$ cat src/include/potx_pkg.sv
// path overhead transmit inserter: shared constants, enums and carriers
// assumes one byte per clock on the transmit stream with slot tags from the frame counter
package potx_pkg;

	localparam logic [7:0] OH_DEFAULT = 8'h00;
	localparam logic [7:0] AIS_BYTE = 8'hff;
	localparam logic [3:0] NDF_NORMAL = 4'h6;
	localparam logic [3:0] NDF_SET = 4'h9;
	localparam logic [1:0] CONC_H1_LOW = 2'h3;
	localparam logic [7:0] CONC_H2 = 8'hff;
	localparam logic [9:0] PTR_MAX = 10'h30e;
	localparam logic [9:0] PTR_I_MASK = 10'h2aa;
	localparam logic [9:0] PTR_D_MASK = 10'h155;
	localparam logic [2:0] PTR_MOVE_GAP = 3'h4;

	localparam logic [2:0] RDI_NONE_STD = 3'h0;
	localparam logic [2:0] RDI_DEF_STD = 3'h4;
	localparam logic [2:0] RDI_NONE_ALT = 3'h3;
	localparam logic [2:0] RDI_DEF_ALT = 3'h7;
	localparam logic [2:0] RDI_NONE_ENH = 3'h1;
	localparam logic [2:0] RDI_SERVER = 3'h5;
	localparam logic [2:0] RDI_CONN = 3'h6;
	localparam logic [2:0] RDI_PAYLOAD = 3'h2;

	localparam logic [4:0] HOLD_N0 = 5'h14;
	localparam logic [4:0] HOLD_N1 = 5'h0a;
	localparam logic [4:0] HOLD_N2 = 5'h05;
	localparam logic [4:0] HOLD_N3 = 5'h01;
	localparam logic [4:0] STAB_MAX = 5'h1f;

	typedef enum logic [3:0] {
		SL_PAYLOAD, SL_C2, SL_G1, SL_H4, SL_F2, SL_F3, SL_Z4, SL_Z5,
		SL_H1_PTR, SL_H2_PTR, SL_H1_CONC, SL_H2_CONC, SL_H3, SL_PJO,
		SL_STUFF, SL_OTHER_POH
	} potx_slot_type;

	typedef enum logic [2:0] {
		SRC_DEFAULT, SRC_SERIAL, SRC_ALARM, SRC_PASS, SRC_REG, SRC_INTERNAL, SRC_OW
	} potx_src_type;

	typedef enum logic [1:0] {MV_NONE, MV_INC, MV_DEC, MV_NDF} potx_move_type;

	typedef struct packed {
		logic unequipped;
		potx_src_type c2_src;
		potx_src_type rei_src;
		potx_src_type rdi_src;
		potx_src_type h4_src;
		potx_src_type f2_src;
		potx_src_type f3_src;
		potx_src_type z4_src;
		potx_src_type z5_src;
		logic rei_en;
		logic rdi_enh;
		logic rdi_alt;
		logic [1:0] rdi_hold_sel;
		logic uneq_en;
		logic tim_en;
		logic slm_en;
		logic slm_payload;
		logic lcd_en;
		logic sts1_mode;
		logic stuff_cols;
		logic conc_inv;
		logic force_ais;
	} potx_cfg_type;

	typedef struct packed {
		logic aisp;
		logic lop;
		logic uneq;
		logic tim;
		logic slm;
		logic lcd;
		logic [3:0] b3_err;
	} potx_defect_type;

	typedef struct packed {
		logic [7:0] data;
		logic bip_excl;
		logic just_pos;
		logic just_neg;
	} potx_out_type;

endpackage

$ cat src/logic/potx_ser_rx.sv
// serial overhead input: assembles msb-first bits into bytes
// assumes bit strobe and byte sync pins from the overhead port, asynchronous to clk_i
`timescale 1ns/100ps
`default_nettype none
module potx_ser_rx (
	// clock and reset
	input wire logic clk_i,
	input wire logic rst_n_i,
	// serial pins
	input wire logic bit_i,
	input wire logic strobe_i,
	input wire logic sync_i,
	// assembled byte
	output logic [7:0] byte_o
);
	logic [2:0] s1_ff;
	logic [2:0] s2_ff;
	logic strobe_d_ff;
	logic [6:0] shift_ff;
	logic edge_w;

	always_ff @(posedge clk_i or negedge rst_n_i) begin
		if (!rst_n_i) begin
			s1_ff <= 3'h0;
			s2_ff <= 3'h0;
			strobe_d_ff <= 1'b0;
		end else begin
			s1_ff <= {sync_i, strobe_i, bit_i};
			s2_ff <= s1_ff;
			strobe_d_ff <= s2_ff[1];
		end
	end

	assign edge_w = s2_ff[1] & ~strobe_d_ff;

	// byte sync marks the last bit of a byte
	always_ff @(posedge clk_i or negedge rst_n_i) begin
		if (!rst_n_i) begin
			shift_ff <= 7'h00;
			byte_o <= 8'h00;
		end else if (edge_w) begin
			shift_ff <= {shift_ff[5:0], s2_ff[0]};
			if (s2_ff[2]) begin
				byte_o <= {shift_ff, s2_ff[0]};
			end
		end
	end
endmodule
`default_nettype wire

$ cat src/logic/potx_rdi_gen.sv
// remote defect code builder from receiver defects, with frame hold
// assumes defect levels on clk_i and a one-cycle frame start pulse
`timescale 1ns/100ps
`default_nettype none
module potx_rdi_gen (
	// clock and reset
	input wire logic clk_i,
	input wire logic rst_n_i,
	// frame and defects
	input wire logic frame_start_i,
	input wire potx_pkg::potx_defect_type dfct_i,
	input wire potx_pkg::potx_cfg_type cfg_i,
	// code
	output logic [2:0] code_o
);
	logic server_w;
	logic conn_w;
	logic pay_w;
	logic [2:0] raw_w;
	logic [4:0] hold_n_w;
	logic [4:0] hold_ff;
	logic [4:0] stab_ff;
	logic [4:0] hold_len_ff;

	assign server_w = dfct_i.aisp | dfct_i.lop;
	assign conn_w = (dfct_i.uneq & cfg_i.uneq_en) | (dfct_i.tim & cfg_i.tim_en)
		| (dfct_i.slm & cfg_i.slm_en & ~cfg_i.slm_payload);
	assign pay_w = (dfct_i.slm & cfg_i.slm_en & cfg_i.slm_payload)
		| (dfct_i.lcd & cfg_i.lcd_en);

	always_comb begin
		if (cfg_i.rdi_enh) begin
			if (server_w) begin
				raw_w = potx_pkg::RDI_SERVER;
			end else if (conn_w) begin
				raw_w = potx_pkg::RDI_CONN;
			end else if (pay_w) begin
				raw_w = potx_pkg::RDI_PAYLOAD;
			end else begin
				raw_w = potx_pkg::RDI_NONE_ENH;
			end
		end else if (server_w | conn_w | pay_w) begin
			raw_w = cfg_i.rdi_alt ? potx_pkg::RDI_DEF_ALT : potx_pkg::RDI_DEF_STD;
		end else begin
			raw_w = cfg_i.rdi_alt ? potx_pkg::RDI_NONE_ALT : potx_pkg::RDI_NONE_STD;
		end
	end

	always_comb begin
		unique case (cfg_i.rdi_hold_sel)
			2'h0: hold_n_w = potx_pkg::HOLD_N0;
			2'h1: hold_n_w = potx_pkg::HOLD_N1;
			2'h2: hold_n_w = potx_pkg::HOLD_N2;
			2'h3: hold_n_w = potx_pkg::HOLD_N3;
		endcase
	end

	// a new code is held for n frames before it may change again
	always_ff @(posedge clk_i or negedge rst_n_i) begin
		if (!rst_n_i) begin
			code_o <= potx_pkg::RDI_NONE_STD;
			hold_ff <= 5'h00;
		end else if (frame_start_i) begin
			if (hold_ff != 5'h00) begin
				hold_ff <= hold_ff - 5'h01;
			end else if (raw_w != code_o) begin
				code_o <= raw_w;
				hold_ff <= hold_n_w - 5'h01;
			end
		end
	end

	always_ff @(posedge clk_i or negedge rst_n_i) begin
		if (!rst_n_i) begin
			stab_ff <= potx_pkg::STAB_MAX;
			hold_len_ff <= potx_pkg::HOLD_N3;
		end else if (frame_start_i && hold_ff == 5'h00 && raw_w != code_o) begin
			stab_ff <= 5'h00;
			// the hold that applies is the one chosen when the code was adopted
			hold_len_ff <= hold_n_w;
		end else if (frame_start_i && stab_ff != potx_pkg::STAB_MAX) begin
			stab_ff <= stab_ff + 5'h01;
		end
	end
endmodule
`default_nettype wire

$ cat src/logic/potx_inserter.sv
// transmit path overhead inserter and au pointer generator for one channel
// assumes slot tags aligned with dn_data_i each cycle and a frame start pulse per frame
`timescale 1ns/100ps
`default_nettype none
module potx_inserter (
	// clock and reset
	input wire logic clk_i,
	input wire logic rst_n_i,
	// transmit stream in
	input wire logic frame_start_i,
	input wire potx_pkg::potx_slot_type slot_i,
	input wire logic [7:0] dn_data_i,
	// serial overhead pins
	input wire logic path_oh_serial_in_i,
	input wire logic path_alarm_serial_in_i,
	input wire logic oh_bit_strobe_i,
	input wire logic oh_byte_sync_i,
	input wire logic path_oh_insert_select_i,
	// orderwire pins
	input wire logic path_orderwire1_in_i,
	input wire logic path_orderwire2_in_i,
	input wire logic ow_bit_strobe_i,
	input wire logic ow_byte_sync_i,
	// configuration
	input wire potx_pkg::potx_cfg_type tx_path_source_cfg_i,
	input wire logic [7:0] tx_signal_label_reg_i,
	input wire logic [3:0] tx_path_defect_reg_i,
	input wire logic [1:0] tx_pointer_size_i,
	input wire logic [9:0] tx_pointer_setting_i,
	// pointer test commands
	input wire logic ptr_inc_i,
	input wire logic ptr_dec_i,
	input wire logic ptr_new_data_flag_i,
	// receiver defects
	input wire potx_pkg::potx_defect_type dfct_i,
	// outputs
	output potx_pkg::potx_out_type tx_o,
	output logic [9:0] tx_current_pointer_o,
	output logic [2:0] rdi_code_o
);
	localparam int NSER = 4;

	logic [NSER-1:0] ser_pin_w;
	logic [NSER-1:0] ser_strobe_w;
	logic [NSER-1:0] ser_sync_w;
	logic [7:0] ser_byte_w [NSER];
	logic ins1_ff;
	logic ins_ff;
	logic [2:0] pend_ff;
	logic [2:0] gap_ff;
	potx_pkg::potx_move_type move_ff;
	logic [9:0] cur_ff;
	logic [9:0] prog_ff;
	logic [9:0] ptr_tx_w;
	logic [3:0] rei_int_w;
	logic [7:0] rei_byte_w;
	logic [7:0] rdi_byte_w;
	logic [7:0] rdi_int_w;
	potx_pkg::potx_out_type nxt_out;
	potx_pkg::potx_cfg_type cfg;

	assign cfg = tx_path_source_cfg_i;
	assign ser_pin_w = {path_orderwire2_in_i, path_orderwire1_in_i,
		path_alarm_serial_in_i, path_oh_serial_in_i};
	assign ser_strobe_w = {ow_bit_strobe_i, ow_bit_strobe_i, oh_bit_strobe_i, oh_bit_strobe_i};
	assign ser_sync_w = {ow_byte_sync_i, ow_byte_sync_i, oh_byte_sync_i, oh_byte_sync_i};

	// 0: overhead, 1: alarm, 2: orderwire 1, 3: orderwire 2
	generate
		for (genvar i = 0; i < NSER; i++) begin : g_ser
			potx_ser_rx u_ser (
				.clk_i(clk_i),
				.rst_n_i(rst_n_i),
				.bit_i(ser_pin_w[i]),
				.strobe_i(ser_strobe_w[i]),
				.sync_i(ser_sync_w[i]),
				.byte_o(ser_byte_w[i])
			);
		end
	endgenerate

	// insert select is delayed two cycles, as much as the two-stage synchroniser on the serial pins
	always_ff @(posedge clk_i or negedge rst_n_i) begin
		if (!rst_n_i) begin
			ins1_ff <= 1'b0;
			ins_ff <= 1'b0;
		end else begin
			ins1_ff <= path_oh_insert_select_i;
			ins_ff <= ins1_ff;
		end
	end

	potx_rdi_gen u_rdi (
		.clk_i(clk_i),
		.rst_n_i(rst_n_i),
		.frame_start_i(frame_start_i),
		.dfct_i(dfct_i),
		.cfg_i(cfg),
		.code_o(rdi_code_o)
	);

	// source choice shared by the c2, g1, h4, f2, f3, z4 and z5 bytes
	function automatic logic [7:0] pick(input potx_pkg::potx_src_type s,
		input logic [7:0] reg_v, input logic [7:0] int_v, input logic [7:0] ow_v);
		logic [7:0] r;
		r = potx_pkg::OH_DEFAULT;
		if (ins_ff) begin
			r = ser_byte_w[0];
		end else begin
			unique case (s)
				potx_pkg::SRC_SERIAL: r = ser_byte_w[0];
				potx_pkg::SRC_ALARM: r = ser_byte_w[1];
				potx_pkg::SRC_PASS: r = dn_data_i;
				potx_pkg::SRC_REG: r = reg_v;
				potx_pkg::SRC_INTERNAL: r = int_v;
				potx_pkg::SRC_OW: r = ow_v;
				potx_pkg::SRC_DEFAULT: r = potx_pkg::OH_DEFAULT;
				default: r = potx_pkg::OH_DEFAULT;
			endcase
		end
		return r;
	endfunction

	// rei carries the far receiver's b3 error count
	assign rei_int_w = cfg.rei_en ? dfct_i.b3_err : 4'h0;
	assign rdi_int_w = {4'h0, rdi_code_o, 1'b0};

	// a process: pick also reads insert select, serial bytes and downstream data
	always_comb begin
		rei_byte_w = pick(cfg.rei_src, potx_pkg::OH_DEFAULT, {rei_int_w, 4'h0},
			potx_pkg::OH_DEFAULT);
		rdi_byte_w = pick(cfg.rdi_src, {4'h0, tx_path_defect_reg_i}, rdi_int_w,
			potx_pkg::OH_DEFAULT);
	end

	// pointer test commands wait here; a new command wins over the clear
	always_ff @(posedge clk_i or negedge rst_n_i) begin
		if (!rst_n_i) begin
			pend_ff <= 3'h0;
		end else begin
			pend_ff <= (frame_start_i && move_ff == potx_pkg::MV_NONE
				&& gap_ff >= potx_pkg::PTR_MOVE_GAP) ? {ptr_new_data_flag_i, ptr_dec_i, ptr_inc_i}
				: pend_ff | {ptr_new_data_flag_i, ptr_dec_i, ptr_inc_i};
		end
	end

	// frames since the last movement began
	always_ff @(posedge clk_i or negedge rst_n_i) begin
		if (!rst_n_i) begin
			gap_ff <= potx_pkg::PTR_MOVE_GAP;
		end else if (frame_start_i) begin
			if (move_ff == potx_pkg::MV_NONE && gap_ff >= potx_pkg::PTR_MOVE_GAP
				&& pend_ff != 3'h0) begin
				gap_ff <= 3'h0;
			end else if (gap_ff < potx_pkg::PTR_MOVE_GAP) begin
				gap_ff <= gap_ff + 3'h1;
			end
		end
	end

	// one movement frame, applied at the next frame start
	always_ff @(posedge clk_i or negedge rst_n_i) begin
		if (!rst_n_i) begin
			move_ff <= potx_pkg::MV_NONE;
		end else if (frame_start_i) begin
			if (move_ff != potx_pkg::MV_NONE) begin
				move_ff <= potx_pkg::MV_NONE;
			end else if (gap_ff >= potx_pkg::PTR_MOVE_GAP) begin
				if (pend_ff[2]) begin
					move_ff <= potx_pkg::MV_NDF;
				end else if (pend_ff[0]) begin
					move_ff <= potx_pkg::MV_INC;
				end else if (pend_ff[1]) begin
					move_ff <= potx_pkg::MV_DEC;
				end
			end
		end
	end

	// any 10-bit value is sent as is; movements wrap only within 0..782
	always_ff @(posedge clk_i or negedge rst_n_i) begin
		if (!rst_n_i) begin
			cur_ff <= 10'h000;
			prog_ff <= 10'h000;
		end else if (frame_start_i) begin
			prog_ff <= tx_pointer_setting_i;
			unique case (move_ff)
				potx_pkg::MV_INC:
					cur_ff <= (cur_ff == potx_pkg::PTR_MAX) ? 10'h000 : cur_ff + 10'h001;
				potx_pkg::MV_DEC:
					cur_ff <= (cur_ff == 10'h000) ? potx_pkg::PTR_MAX : cur_ff - 10'h001;
				potx_pkg::MV_NDF:
					cur_ff <= tx_pointer_setting_i;
				potx_pkg::MV_NONE:
					if (tx_pointer_setting_i != prog_ff) begin
						cur_ff <= tx_pointer_setting_i;
					end
			endcase
		end
	end

	assign tx_current_pointer_o = cur_ff;

	always_comb begin
		unique case (move_ff)
			potx_pkg::MV_INC: ptr_tx_w = cur_ff ^ potx_pkg::PTR_I_MASK;
			potx_pkg::MV_DEC: ptr_tx_w = cur_ff ^ potx_pkg::PTR_D_MASK;
			potx_pkg::MV_NDF: ptr_tx_w = tx_pointer_setting_i;
			potx_pkg::MV_NONE: ptr_tx_w = cur_ff;
		endcase
	end

	always_comb begin
		nxt_out = '0;
		nxt_out.data = dn_data_i;
		unique case (slot_i)
			potx_pkg::SL_C2:
				nxt_out.data = cfg.unequipped ? potx_pkg::OH_DEFAULT
					: pick(cfg.c2_src, tx_signal_label_reg_i, potx_pkg::OH_DEFAULT,
					potx_pkg::OH_DEFAULT);
			potx_pkg::SL_G1:
				nxt_out.data = {rei_byte_w[7:4], rdi_byte_w[3:0]};
			potx_pkg::SL_H4:
				nxt_out.data = pick(cfg.h4_src, potx_pkg::OH_DEFAULT, potx_pkg::OH_DEFAULT,
					potx_pkg::OH_DEFAULT);
			potx_pkg::SL_F2:
				nxt_out.data = pick(cfg.f2_src, potx_pkg::OH_DEFAULT, potx_pkg::OH_DEFAULT,
					ser_byte_w[2]);
			potx_pkg::SL_F3:
				nxt_out.data = pick(cfg.f3_src, potx_pkg::OH_DEFAULT, potx_pkg::OH_DEFAULT,
					ser_byte_w[3]);
			potx_pkg::SL_Z4:
				nxt_out.data = pick(cfg.z4_src, potx_pkg::OH_DEFAULT, potx_pkg::OH_DEFAULT,
					potx_pkg::OH_DEFAULT);
			potx_pkg::SL_Z5:
				nxt_out.data = pick(cfg.z5_src, potx_pkg::OH_DEFAULT, potx_pkg::OH_DEFAULT,
					potx_pkg::OH_DEFAULT);
			potx_pkg::SL_H1_PTR:
				nxt_out.data = {(move_ff == potx_pkg::MV_NDF) ? potx_pkg::NDF_SET
					: potx_pkg::NDF_NORMAL, tx_pointer_size_i, ptr_tx_w[9:8]};
			potx_pkg::SL_H2_PTR:
				nxt_out.data = ptr_tx_w[7:0];
			potx_pkg::SL_H1_CONC:
				nxt_out.data = {potx_pkg::NDF_SET, tx_pointer_size_i, potx_pkg::CONC_H1_LOW}
					^ {8{cfg.conc_inv}};
			potx_pkg::SL_H2_CONC:
				nxt_out.data = potx_pkg::CONC_H2;
			potx_pkg::SL_H3: begin
				// negative justification carries a payload byte in h3
				nxt_out.just_neg = (move_ff == potx_pkg::MV_DEC);
				nxt_out.data = nxt_out.just_neg ? dn_data_i : potx_pkg::OH_DEFAULT;
			end
			potx_pkg::SL_PJO: begin
				nxt_out.just_pos = (move_ff == potx_pkg::MV_INC);
				nxt_out.data = nxt_out.just_pos ? potx_pkg::OH_DEFAULT : dn_data_i;
			end
			potx_pkg::SL_STUFF:
				if (cfg.sts1_mode && cfg.stuff_cols) begin
					nxt_out.data = potx_pkg::OH_DEFAULT;
					nxt_out.bip_excl = 1'b1;
				end
			potx_pkg::SL_PAYLOAD, potx_pkg::SL_OTHER_POH:
				nxt_out.data = dn_data_i;
		endcase
		if (cfg.force_ais) begin
			nxt_out.data = potx_pkg::AIS_BYTE;
		end
	end

	always_ff @(posedge clk_i or negedge rst_n_i) begin
		if (!rst_n_i) begin
			tx_o <= '0;
		end else begin
			tx_o <= nxt_out;
		end
	end
endmodule
`default_nettype wire

$ cat config.mk
export PLATFORM = sky130hd
export DESIGN_NAME = potx_inserter
export DESIGN_NICKNAME = d
export VERILOG_FILES = /design/src/include/potx_pkg.sv /design/src/logic/potx_ser_rx.sv /design/src/logic/potx_rdi_gen.sv /design/src/logic/potx_inserter.sv
export SDC_FILE = /design/constraint.sdc
export NUM_CORES = 1
export LEC_CHECK = 0
export ABC_CLOCK_PERIOD_IN_PS = 2590
export CORE_MARGIN = 8
export CORE_UTILIZATION = 60
export CTS_BUF_LIST = sky130_fd_sc_hd__clkbuf_4
export DETAILED_ROUTE_END_ITERATION = 16
export DONT_BUFFER_PORTS = 1
export PLACE_DENSITY = 0.76
export SLEW_MARGIN = 40
export SYNTH_ARGS = -nofsm -noshare
export SYNTH_HDL_FRONTEND = slang
export SYNTH_SLANG_ARGS = --single-unit
$ cat constraint.sdc
create_clock -name clk_i -period 2.59 [get_ports clk_i]
set_input_delay 0.3885 -clock clk_i [delete_from_list [all_inputs] [get_ports clk_i]]
set_output_delay 0.3885 -clock clk_i [all_outputs]
set_load 0.02 [all_outputs]
Word-level counts from Yosys, hierarchy flattened
Index checks and enable logic that the tools add are counted.

word-level totals
  bits in registers = 137
  input port bits = 100
  output and inout port bits = 24
  word-level logic and storage cells = 197

cells by class
  add/sub/neg operators = 5
  order comparisons = 2
  equality and inequality tests = 55
  multiplexer cells = 50
  bitwise gates (word level) = 26
  reductions and logical operators = 26

operators by type and width
  operator               count
  $pmux 8 s4             4
  $pmux 8 s15            1
  $mux 8                 11
  $pmux 10 s4            2
  $pmux 8 s3             3
  $eq 3x2->1 const B     16
  $eq 4x4->1 const B     8
  $mux 10                3
  $eq 3x1->1 const B     8
  $mux 3                 7
  $pmux 4 s5             1
  $pmux 5 s4             1
  $eq 3x3->1 const B     6
  $eq 4x3->1 const B     4
  $mux 2                 8
  $reduce_and 2->1       7
  $mux 4                 3
  $add 10x1->10 const B  1
  $and 1x1->1            10
  $eq 10x10->1 const B   1
  $logic_not 10->1       1
  $mux 5                 2
  $ne 10x10->1           1
  $not 5->5              2
  26 further kinds       53

Depth between registers and ports, before layout
Gate-level depths: netlist of the first run.

  word-level depth = 10
  gate-level depth with buffers = 9
  gate-level depth less buffers = 8

By module
A second synthesis of the first run with hierarchy kept.

second synthesis, totals
  cell total of the unflattened synthesis = 864
  area, all modules = 8712.1 um^2

by module, submodules not included
  module         instances  cells an instance  area each (um^2)
  potx_inserter  1          629                4897.2
  potx_ser_rx    4          40                 790.8
  potx_rdi_gen   1          75                 651.9

Least setup slack after synthesis of the first run
OpenSTA, ideal clock, no wires.

  path kind = flip-flop to flip-flop
  start point = register cur_ff[0] (netlist: tx_current_pointer_o[0])
  end point = register cur_ff[7] (netlist: tx_current_pointer_o[7])
  arrival = 2.167 ns
  data required time = 2.460 ns
  setup slack = 0.293 ns
  cell stages (with the launch flop) = 8
  path buffers = 0
  cell sequence = dfrtp_1 > inv_1 > ha_1 > or3b_1 > or4_4 > nor2b_4 > a221oi_2 > o21ai_1

on the way
  word-level cells in the longest chain between the ends = 3

RTL lines
  item                                   RTL line                                    text
  start, declared                        potx_inserter.sv:52                         logic [9:0] cur_ff;
  start signal, assigned                 potx_inserter.sv:189                        cur_ff <= (cur_ff == potx_pkg::PTR_MAX) ? 10'h000 : cur_ff + 10'h001;
  start signal, assigned                 potx_inserter.sv:191                        cur_ff <= (cur_ff == 10'h000) ? potx_pkg::PTR_MAX : cur_ff - 10'h001;
  start signal, assigned                 potx_inserter.sv:193                        cur_ff <= tx_pointer_setting_i;
  $sub 10x1->10 (tied with other cells)  potx_inserter.sv:191
  $mux 10, on equally long branches      potx_inserter.sv:191, potx_inserter.sv:189
  $pmux 10 s4 *                          potx_inserter.sv:187                        unique case (move_ff)

Every way passes the cells marked *; elsewhere a longest branch is shown, timed or not.
A chain may end at the register's enable or synchronous reset.

Worst setup path in the final report of the first run
  start point = register u_rdi.hold_ff[3]
  end point = register u_rdi.hold_ff[2]

on the way
  word-level cells in the longest chain between the ends = 3

RTL lines
  item                                RTL line            text
  start, declared                     potx_rdi_gen.sv:21  logic [4:0] hold_ff;
  start signal, assigned              potx_rdi_gen.sv:65  hold_ff <= hold_ff - 5'h01;
  start signal, assigned              potx_rdi_gen.sv:68  hold_ff <= hold_n_w - 5'h01;
  $reduce_bool 5->1 *                 potx_rdi_gen.sv:64  if (hold_ff != 5'h00) begin
  $reduce_bool 2->1 (no source line)  --
  $reduce_and 2->1 (no source line)   --

Marked as above.

==> results.sh, run 1 <==
export IMPL_clock_latency_ns=0.57
export IMPL_post_drt_via_cell_ratio=7.10
export IMPL_worst_r2r_startpoint="u_rdi.hold_ff[3]$_DFFE_PN0P_"
export IMPL_tns_ns=0
export IMPL_async_flop_share=1.00
export IMPL_synth_lib_cells_used_distinct=79
export IMPL_r2r_cells=8
export IMPL_yosys_most_used_dff="sky130_fd_sc_hd__dfrtp_1"
export IMPL_fin_crit_sh=0.925
export IMPL_grt_usage=0.309
export IMPL_timing_max_transition_violations_final=0
export IMPL_drt_wl_total_um=27400
export IMPL_synth_top_family_by_area="compound AO/OA/AOI/OAI gates"
export IMPL_grt_first_pass_wirelength_um=42900
export IMPL_finalNonFillerCells=1066
export IMPL_status="finished, violations left"
export IMPL_synth_edff_count=0
export IMPL_critPathLaunchType="flip-flop"
export IMPL_skew_final_ns=0.0170
export IMPL_start_util=0.617
export IMPL_gp_routability_congestion=1.04
export IMPL_die_area_mm2=0.0177
export IMPL_die_w_um=133
export IMPL_postCtsSetupBuffers=0
export IMPL_fin_crit_ns=2.40
export IMPL_leakage_nw=3.62
export IMPL_ctsHtreeMaxLevel=4
export IMPL_route_detailed_drc=0
export IMPL_capturing_element_type_of_the_critical_path="flip-flop"
export IMPL_ant_nets=0
export IMPL_post_layout_total_power_mw=7.73
export IMPL_maxClockFrequency_mhz=417
export IMPL_r2r_end="u_rdi.hold_ff[2]$_DFFE_PN0P_"
export IMPL_setup_ws_pre_cts_ns=0.216
export IMPL_irDropWorstVdd_mv=0.834
export IMPL_wl_per_cell_um=25.7
export IMPL_whs_ns=-0.513
export IMPL_synth_compound_area_frac=0.221
export IMPL_grt_setup_unrepaired="false"
export IMPL_buffer_ports_inserted=0
export IMPL_num_nets_final=986
export IMPL_synth_area_mux_share=0.174
export IMPL_fp_dieH_um=133
export IMPL_synth_seq_cells=127
export IMPL_setup_slack_ns=0.193
export IMPL_ctsRootBufferMaster="sky130_fd_sc_hd__clkbuf_4"
export IMPL_hold_violations=127
export IMPL_synth_simple_gate_area_frac=0.141
export IMPL_ys_warnings_count=0
export IMPL_dp_cells=994
export IMPL_p_per_area_mw_per_mm2=854
export IMPL_clk_pin_slew_worst_paths_ns=0.13
export IMPL_cts_path_max_buffers=2
export IMPL_hold_path_class="in -> async"
export IMPL_cp_data_arrival_time_ns=2.86
export IMPL_xor_xnor_fraction_of_synth_area=0.0171
export IMPL_grt_start_max_net_pins=128
export IMPL_yosysSeqAreaShare=0.388
export IMPL_worst_endpoint_required_ns=3.05
export IMPL_clock_sink_count=127
export IMPL_floorplan_io_pins=124
export IMPL_antenna_found_initial=0
export IMPL_vias=7567
export IMPL_area_growth_synth_to_final_pct=10.3
export IMPL_placement_cell_area_mm2=0.00836
export IMPL_synth_adder_area_share=0.0153
export IMPL_critPathKind="reg -> reg"
export IMPL_design_core_area_mm2=0.0133
export IMPL_number_of_global_route_vias_before_repair=7622
export IMPL_post_route_cell_area_mm2=0.00905
export IMPL_drt_pre_antenna_iters=6
export IMPL_proportion_of_layout_cells_with_a_drive_suffix_above_1=0.215
export IMPL_detailed_place_hpwl_um=19200
export IMPL_drt_iter0_drc=857
export IMPL_fp_row_count=42
export IMPL_synth_fp_nets=967
export IMPL_cts_hold_repair_buffers=39
export IMPL_setup_viol_count_final=0
export IMPL_syn_instance_count=857
export IMPL_netlist_area_mm2=0.00820
export IMPL_worstMarginPinSlew_ns=0.792
export IMPL_failed_checks="hold timing"
export IMPL_worst_max_slew_margin_expressed_relative_to_the_limit=0.470
export IMPL_tritoncts="yes"
export IMPL_inserted_clock_buffers=17
export IMPL_avgSynthCellArea_um2=9.57
export IMPL_critical_path_peak_fanout=5
export IMPL_globalRouteOverflowTotal=0
export IMPL_total_of_max_cap_violations=0
export IMPL_worst_r2r_setup_slack_ns=0.19
cells by family (layout without fill, tap and decap cells):
| family | after synthesis | after routing |
|---|---|---|
| multiplexers | 129 | 129 |
| adder cells (fa/ha/maj) | 10 | 10 |
| other | 0 | 1 |
| AND/OR/NAND/NOR | 224 | 224 |
| AO/OA/AOI/OAI | 261 | 261 |
| buffers and inverters | 90 | 122 |
| flip-flops | 127 | 127 |
| XOR/XNOR | 16 | 16 |
worst max path at each step:
stage	from	endpoint	slack, ns	cells past startpoint
floorplan	tx_current_pointer_o[0]$_DFFE_PN0P_	tx_current_pointer_o[7]$_DFFE_PN0P_	0.29	7
global placement	move_ff[0]$_DFFE_PN0P_	tx_o[4]$_DFF_PN0_	0.36	8
detailed placement	u_rdi.hold_ff[3]$_DFFE_PN0P_	u_rdi.hold_ff[2]$_DFFE_PN0P_	0.22	8
CTS	u_rdi.hold_ff[3]$_DFFE_PN0P_	u_rdi.hold_ff[2]$_DFFE_PN0P_	0.15	8
global route	u_rdi.hold_ff[3]$_DFFE_PN0P_	u_rdi.hold_ff[2]$_DFFE_PN0P_	0.05	8
finish	u_rdi.hold_ff[3]$_DFFE_PN0P_	u_rdi.hold_ff[2]$_DFFE_PN0P_	0.19	8
cell usage in the layout, fill, tap and decap left out, types with 18 or more instances in the layout:
cell type / n
sky130_fd_sc_hd__a21oi_1: 57
sky130_fd_sc_hd__nor2_1: 47
sky130_fd_sc_hd__nor2b_1: 20
sky130_fd_sc_hd__inv_1: 24
sky130_fd_sc_hd__dlygate4sd3_1: 39
sky130_fd_sc_hd__a22oi_1: 29
sky130_fd_sc_hd__o21ai_0: 49
sky130_fd_sc_hd__buf_4: 27
sky130_fd_sc_hd__nand2b_1: 18
sky130_fd_sc_hd__nand2_1: 54
sky130_fd_sc_hd__nor3_1: 23
sky130_fd_sc_hd__mux2_2: 111
sky130_fd_sc_hd__dfrtp_1: 126
final cells by class:
cell class,instances,area (µm²)
Antenna cell,1,2.50
Clock buffer,17,128
Clock inverter,15,165
Fill cell,998,4250
Inverter,24,90.1
Multi-Input combinational cell,640,4670
Sequential cell,127,3180
Tap cell,176,220
Timing Repair Buffer,66,593
registers in the layout (all words and copies together) (netlist names):
register                 flops
move_ff                      2
g_ser.u_ser.s1_ff            8
g_ser.u_ser.s2_ff            8
gap_ff                       3
ins_ff                       1
g_ser.u_ser.strobe_d_ff      2
u_rdi.code_o                 3
pend_ff                      3
u_rdi.hold_ff                5
prog_ff                     10
g_ser.u_ser.shift_ff        28
tx_current_pointer_o        10
ins1_ff                      1
tx_o                        11
g_ser.u_ser.byte_o          32
cell usage after synthesis, types with 4 or more instances:
| cell | n | share of area |
|---|---|---|
| sky130_fd_sc_hd__a311oi_1 | 4 | 0.0043 |
| sky130_fd_sc_hd__mux2_2 | 111 | 0.15 |
| sky130_fd_sc_hd__o21ai_0 | 49 | 0.030 |
| sky130_fd_sc_hd__or2_2 | 6 | 0.0046 |
| sky130_fd_sc_hd__or4_1 | 5 | 0.0046 |
| sky130_fd_sc_hd__o22ai_1 | 7 | 0.0053 |
| sky130_fd_sc_hd__nor3_1 | 23 | 0.014 |
| sky130_fd_sc_hd__clkbuf_1 | 54 | 0.025 |
| sky130_fd_sc_hd__o32ai_1 | 7 | 0.0075 |
| sky130_fd_sc_hd__xnor2_1 | 10 | 0.011 |
| sky130_fd_sc_hd__o31ai_1 | 8 | 0.0073 |
| sky130_fd_sc_hd__inv_1 | 24 | 0.011 |
| sky130_fd_sc_hd__a32oi_1 | 5 | 0.0053 |
| sky130_fd_sc_hd__nor3b_1 | 5 | 0.0046 |
| sky130_fd_sc_hd__and3_1 | 5 | 0.0038 |
| sky130_fd_sc_hd__a221oi_1 | 17 | 0.018 |
| sky130_fd_sc_hd__ha_1 | 10 | 0.015 |
| sky130_fd_sc_hd__a211oi_1 | 10 | 0.0092 |
| sky130_fd_sc_hd__nor4_1 | 5 | 0.0038 |
| sky130_fd_sc_hd__nor2b_1 | 20 | 0.015 |
| sky130_fd_sc_hd__nand2_1 | 54 | 0.025 |
| sky130_fd_sc_hd__a22o_1 | 6 | 0.0064 |
| sky130_fd_sc_hd__a31oi_1 | 16 | 0.012 |
| sky130_fd_sc_hd__or3_1 | 4 | 0.0030 |
| sky130_fd_sc_hd__a22oi_1 | 29 | 0.027 |
| sky130_fd_sc_hd__nand3_1 | 11 | 0.0067 |
| sky130_fd_sc_hd__a21oi_1 | 57 | 0.035 |
| sky130_fd_sc_hd__nand3b_1 | 5 | 0.0046 |
| sky130_fd_sc_hd__mux2i_1 | 17 | 0.021 |
| sky130_fd_sc_hd__xor2_1 | 6 | 0.0064 |
| sky130_fd_sc_hd__buf_2 | 8 | 0.0049 |
| sky130_fd_sc_hd__dfrtp_1 | 126 | 0.38 |
| sky130_fd_sc_hd__nor2_1 | 48 | 0.022 |
| sky130_fd_sc_hd__nand2b_1 | 18 | 0.014 |
worst max-delay path, cell delays in order, from the launching register on:
cell	delay [ns]
sky130_fd_sc_hd__dfrtp_1	0.46
sky130_fd_sc_hd__or2_2	0.33
sky130_fd_sc_hd__or4_1	0.49
sky130_fd_sc_hd__nor2_2	0.18
sky130_fd_sc_hd__a21oi_1	0.12
sky130_fd_sc_hd__ha_1	0.25
sky130_fd_sc_hd__nand2_1	0.11
sky130_fd_sc_hd__nor2_1	0.05
sky130_fd_sc_hd__a221o_1	0.31
power breakdown:
group	internal, mW	switching (mW)
registers	2.57	0.828
logic	1.39	1.53
clock network	0.521	0.884
what timing repair did:
item | 4_1_cts | 5_1_grt
resized for setup | 0 | 1
hold endpoints to repair | 167 | 127
setup endpoints to repair | 0 | 1
metrics by stage:
step	utilization	hold WS, ns
detailed placement	0.629	0.0980
global placement	0.629	0.0964
floorplan	-	0.0929
finish	0.680	-0.513
global route	0.680	-0.552
CTS	0.680	-0.544
layer usage:
| layer | up-vias | global-route usage | wire [µm] | share of wire |
|---|---|---|---|---|
| li1 | 3259 | - | - | - |
| met2 | 508 | 0.508 | 13100 | 0.48 |
| met4 | 0 | 0.143 | 1290 | 0.047 |
| met5 | - | 0 | 0 | 0 |
| met1 | 3676 | 0.357 | 9870 | 0.36 |
| met3 | 124 | 0.102 | 3070 | 0.11 |
(Power assumes the default switching activity.)
==> run 2: changes to the inputs <==
Settings changed: ABC_AREA set to 1.
==> run 2 against run 1 <==
Synthesized cell count increased by 47%. Non-clock buffer count decreased by 23. Utilization fell by 1.7 points. The flow still finishes with violations (hold timing). Largest power group unchanged. Sequential share of layout area shrank 0.50 points.
==> results.sh, run 2 <==
export IMPL_skew_final_ns=0.0190
export IMPL_fin_crit_ns=2.05
export IMPL_cts_path_max_buffers=2
export IMPL_crit_path_cell_trace="clkinv_1 -> ha_1 -> inv_1 -> nor2_4 -> nand2_2 -> nor2_2 -> nand2_2 -> nor2_4 -> nor2_2 -> nand2_1 -> o21ai_1 -> nand2_1 -> nand2_1 -> nand2_1 -> nand2_1"
export IMPL_ant_nets=0
export IMPL_area_growth_synth_to_final_pct=8.67
export IMPL_p_per_area_mw_per_mm2=741
export IMPL_fin_crit_sh=0.791
export IMPL_grt_usage=0.275
export IMPL_hold_path_class="in -> async"
export IMPL_globalRouteOverflowTotal=0
export IMPL_floorplan_io_pins=124
export IMPL_crit_family="simple AND/OR/NAND/NOR gates"
export IMPL_path_depth=15
export IMPL_maxClockFrequency_mhz=488
export IMPL_num_nets_final=1388
export IMPL_most_frequent_standard_cell_in_the_layout_excluding_fill_and_tap_cells="sky130_fd_sc_hd__nand2_1"
export IMPL_clock_sink_count=127
export IMPL_timing_max_transition_violations_final=0
export IMPL_worstMarginPinSlew_ns=0.820
export IMPL_grt_first_pass_wirelength_um=39800
export IMPL_num_antenna_cells=0
export IMPL_die_area_mm2=0.0181
export IMPL_synth_seq_cells=127
export IMPL_final_core_util=0.664
export IMPL_inserted_clock_buffers=17
export IMPL_avgSynthCellArea_um2=6.72
export IMPL_dr_max_layer_used="met4"
export IMPL_antenna_found_initial=0
export IMPL_detailed_place_hpwl_um=18400
export IMPL_final_cell_mix="sky130_fd_sc_hd__nand2_1, sky130_fd_sc_hd__inv_1, sky130_fd_sc_hd__dfrtp_1"
export IMPL_synth_top_cells_by_count="sky130_fd_sc_hd__nand2_1, sky130_fd_sc_hd__inv_1, sky130_fd_sc_hd__dfrtp_1, sky130_fd_sc_hd__nor2_1, sky130_fd_sc_hd__o21ai_0"
export IMPL_capturing_element_type_of_the_critical_path="flip-flop"
export IMPL_route_detailed_drc=0
export IMPL_yosysSeqAreaShare=0.377
export IMPL_synth_lib_cells_used_distinct=41
export IMPL_die_w_um=135
export IMPL_netlist_area_mm2=0.00844
export IMPL_setup_ws_pre_cts_ns=0.591
export IMPL_drt_pre_antenna_iters=7
export IMPL_fp_row_count=43
export IMPL_gp_routability_congestion=0.996
export IMPL_synth_fp_nets=1367
export IMPL_status="finished, violations left"
export IMPL_clk_pin_slew_worst_paths_ns=0.14
export IMPL_crit_path_top_delay_cell="sky130_fd_sc_hd__dfrtp_1"
export IMPL_async_flop_share=1.00
export IMPL_critPathLaunchType="flip-flop"
export IMPL_grt_start_max_net_pins=128
export IMPL_setup_viol_count_final=0
export IMPL_whs_ns=-0.487
export IMPL_cts_resized=0
export IMPL_critical_path_startpoint="tx_current_pointer_o[0]$_DFFE_PN0P_"
export IMPL_yosys_most_used_dff="sky130_fd_sc_hd__dfrtp_1"
export IMPL_tns_ns=0
export IMPL_vias=8606
export IMPL_critical_path_most_common_cell="sky130_fd_sc_hd__nand2_1"
export IMPL_layout_area_seq_mm2=0.00318
export IMPL_met3_length_um=3010
export IMPL_cp_data_arrival_time_ns=2.55
export IMPL_wl_per_cell_um=17.0
export IMPL_setup_slack_ns=0.542
export IMPL_critPathKind="reg -> reg"
export IMPL_design_core_area_mm2=0.0138
export IMPL_ctsHtreeMaxLevel=4
export IMPL_failed_checks="hold timing"
export IMPL_largest_register_ffs=32
export IMPL_postCtsSetupBuffers=0
export IMPL_cts_hold_repair_buffers=32
export IMPL_synth_top_cells_by_area="sky130_fd_sc_hd__dfrtp_1, sky130_fd_sc_hd__nand2_1, sky130_fd_sc_hd__inv_1"
export IMPL_worst_path_largest_cell_delay_ns=0.55
export IMPL_area_fraction_of_the_dominant_cell_type_after_synthesis=0.373
export IMPL_leakage_nw=4.37
export IMPL_largestRegisters="g_ser.u_ser.byte_o (32), g_ser.u_ser.shift_ff (28), tx_o (11)"
export IMPL_critical_path_peak_fanout=5
export IMPL_worst_r2r_setup_slack_ns=0.54
export IMPL_r2r_end="tx_current_pointer_o[5]$_DFFE_PN0P_"
export IMPL_irDropWorstVdd_mv=0.448
export IMPL_met2_length_um=10800
export IMPL_start_util=0.611
export IMPL_worst_endpoint_required_ns=3.10
export IMPL_grt_setup_unrepaired="false"
export IMPL_buffer_ports_inserted=0
export IMPL_hold_violations=127
export IMPL_multi_input_comb_area_mm2=0.00448
export IMPL_fp_dieH_um=135
export IMPL_total_of_max_cap_violations=0
export IMPL_clock_latency_ns=0.56
export IMPL_synth_largest_area_cell="sky130_fd_sc_hd__dfrtp_1"
export IMPL_synth_edff_count=0
export IMPL_syn_instance_count=1257
export IMPL_number_of_global_route_vias_before_repair=7830
export IMPL_worst_max_slew_margin_expressed_relative_to_the_limit=0.451
export IMPL_proportion_of_layout_cells_with_a_drive_suffix_above_1=0.0821
export IMPL_synth_most_common_cell="sky130_fd_sc_hd__nand2_1"
export IMPL_fillers=1248
export IMPL_r2r_cells=15
export IMPL_worst_r2r_startpoint="tx_current_pointer_o[0]$_DFFE_PN0P_"
export IMPL_tritoncts="yes"
export IMPL_post_drt_via_cell_ratio=5.85
export IMPL_drt_iter0_drc=866
export IMPL_m1WireLength_um=10700
export IMPL_critical_path_buf_inv_count=2
export IMPL_ctsRootBufferMaster="sky130_fd_sc_hd__clkbuf_4"
export IMPL_regMostFlops="g_ser.u_ser.byte_o"
export IMPL_drt_wl_total_um=25100
export IMPL_ys_warnings_count=0
export IMPL_post_layout_total_power_mw=6.80
export IMPL_setup_worst_path_end="tx_current_pointer_o[5]$_DFFE_PN0P_"
run 2: routing by layer:
layer / vias to the layer above / GRT usage
met2: 467 / 0.410
met3: 60 / 0.0710
li1: 4135 / -
met5: - / 0
met1: 3944 / 0.379
met4: 0 / 0.0923
run 2: worst min-delay path by stage:
| stage | start | slack, ns | endpoint | cells past startpoint |
|---|---|---|---|---|
| after global placement | rst_n_i | 0.1 | u_rdi.hold_ff[0]$_DFFE_PN0P_ | 0 |
| after CTS | rst_n_i | -0.54 | gap_ff[1]$_DFFE_PN0P_ | 0 |
| after detailed placement | rst_n_i | 0.1 | u_rdi.hold_ff[0]$_DFFE_PN0P_ | 0 |
| after global routing | rst_n_i | -0.54 | u_rdi.hold_ff[1]$_DFFE_PN0P_ | 0 |
| final | rst_n_i | -0.49 | prog_ff[3]$_DFFE_PN0P_ | 0 |
| after floorplan | rst_n_i | 0.09 | g_ser[0].u_ser.byte_o[0]$_DFFE_PN0P_ | 0 |
run 2: kinds of logic after synthesis:
group / Yosys count / share of synthesized area
AOI/OAI and AO/OA: 200 / 0.132
buffers and inverters: 200 / 0.0936
adders and majority gates: 10 / 0.0148
DFF: 127 / 0.377
xor gates and xnor gates: 14 / 0.0145
and+or+nand+nor: 704 / 0.366
muxes: 2 / 0.00252
run 2: final cells by class:
cell class,count,area share
well taps,180,0.0245
clock buffers,17,0.0139
flip-flops and latches,127,0.346
clock inverters,15,0.0183
inverters,159,0.0650
multi-input cells,930,0.488
repair buffers,43,0.0439
run 2: power breakdown:
group          switching [mW]  total (mW)  internal (mW)
registers               0.657        3.04           2.38
clock network           0.913        1.44          0.529
logic                    1.48        2.32          0.834
total                    3.05        6.80           3.75
run 2: through the flow:
stage          instances  instance area, µm²
2_1_floorplan       1257                8440
3_3_place_gp        1407                8560
3_5_place_dp        1407                8560
4_1_cts             1471                9170
5_1_grt             1471                9180
6_report            1471                9180
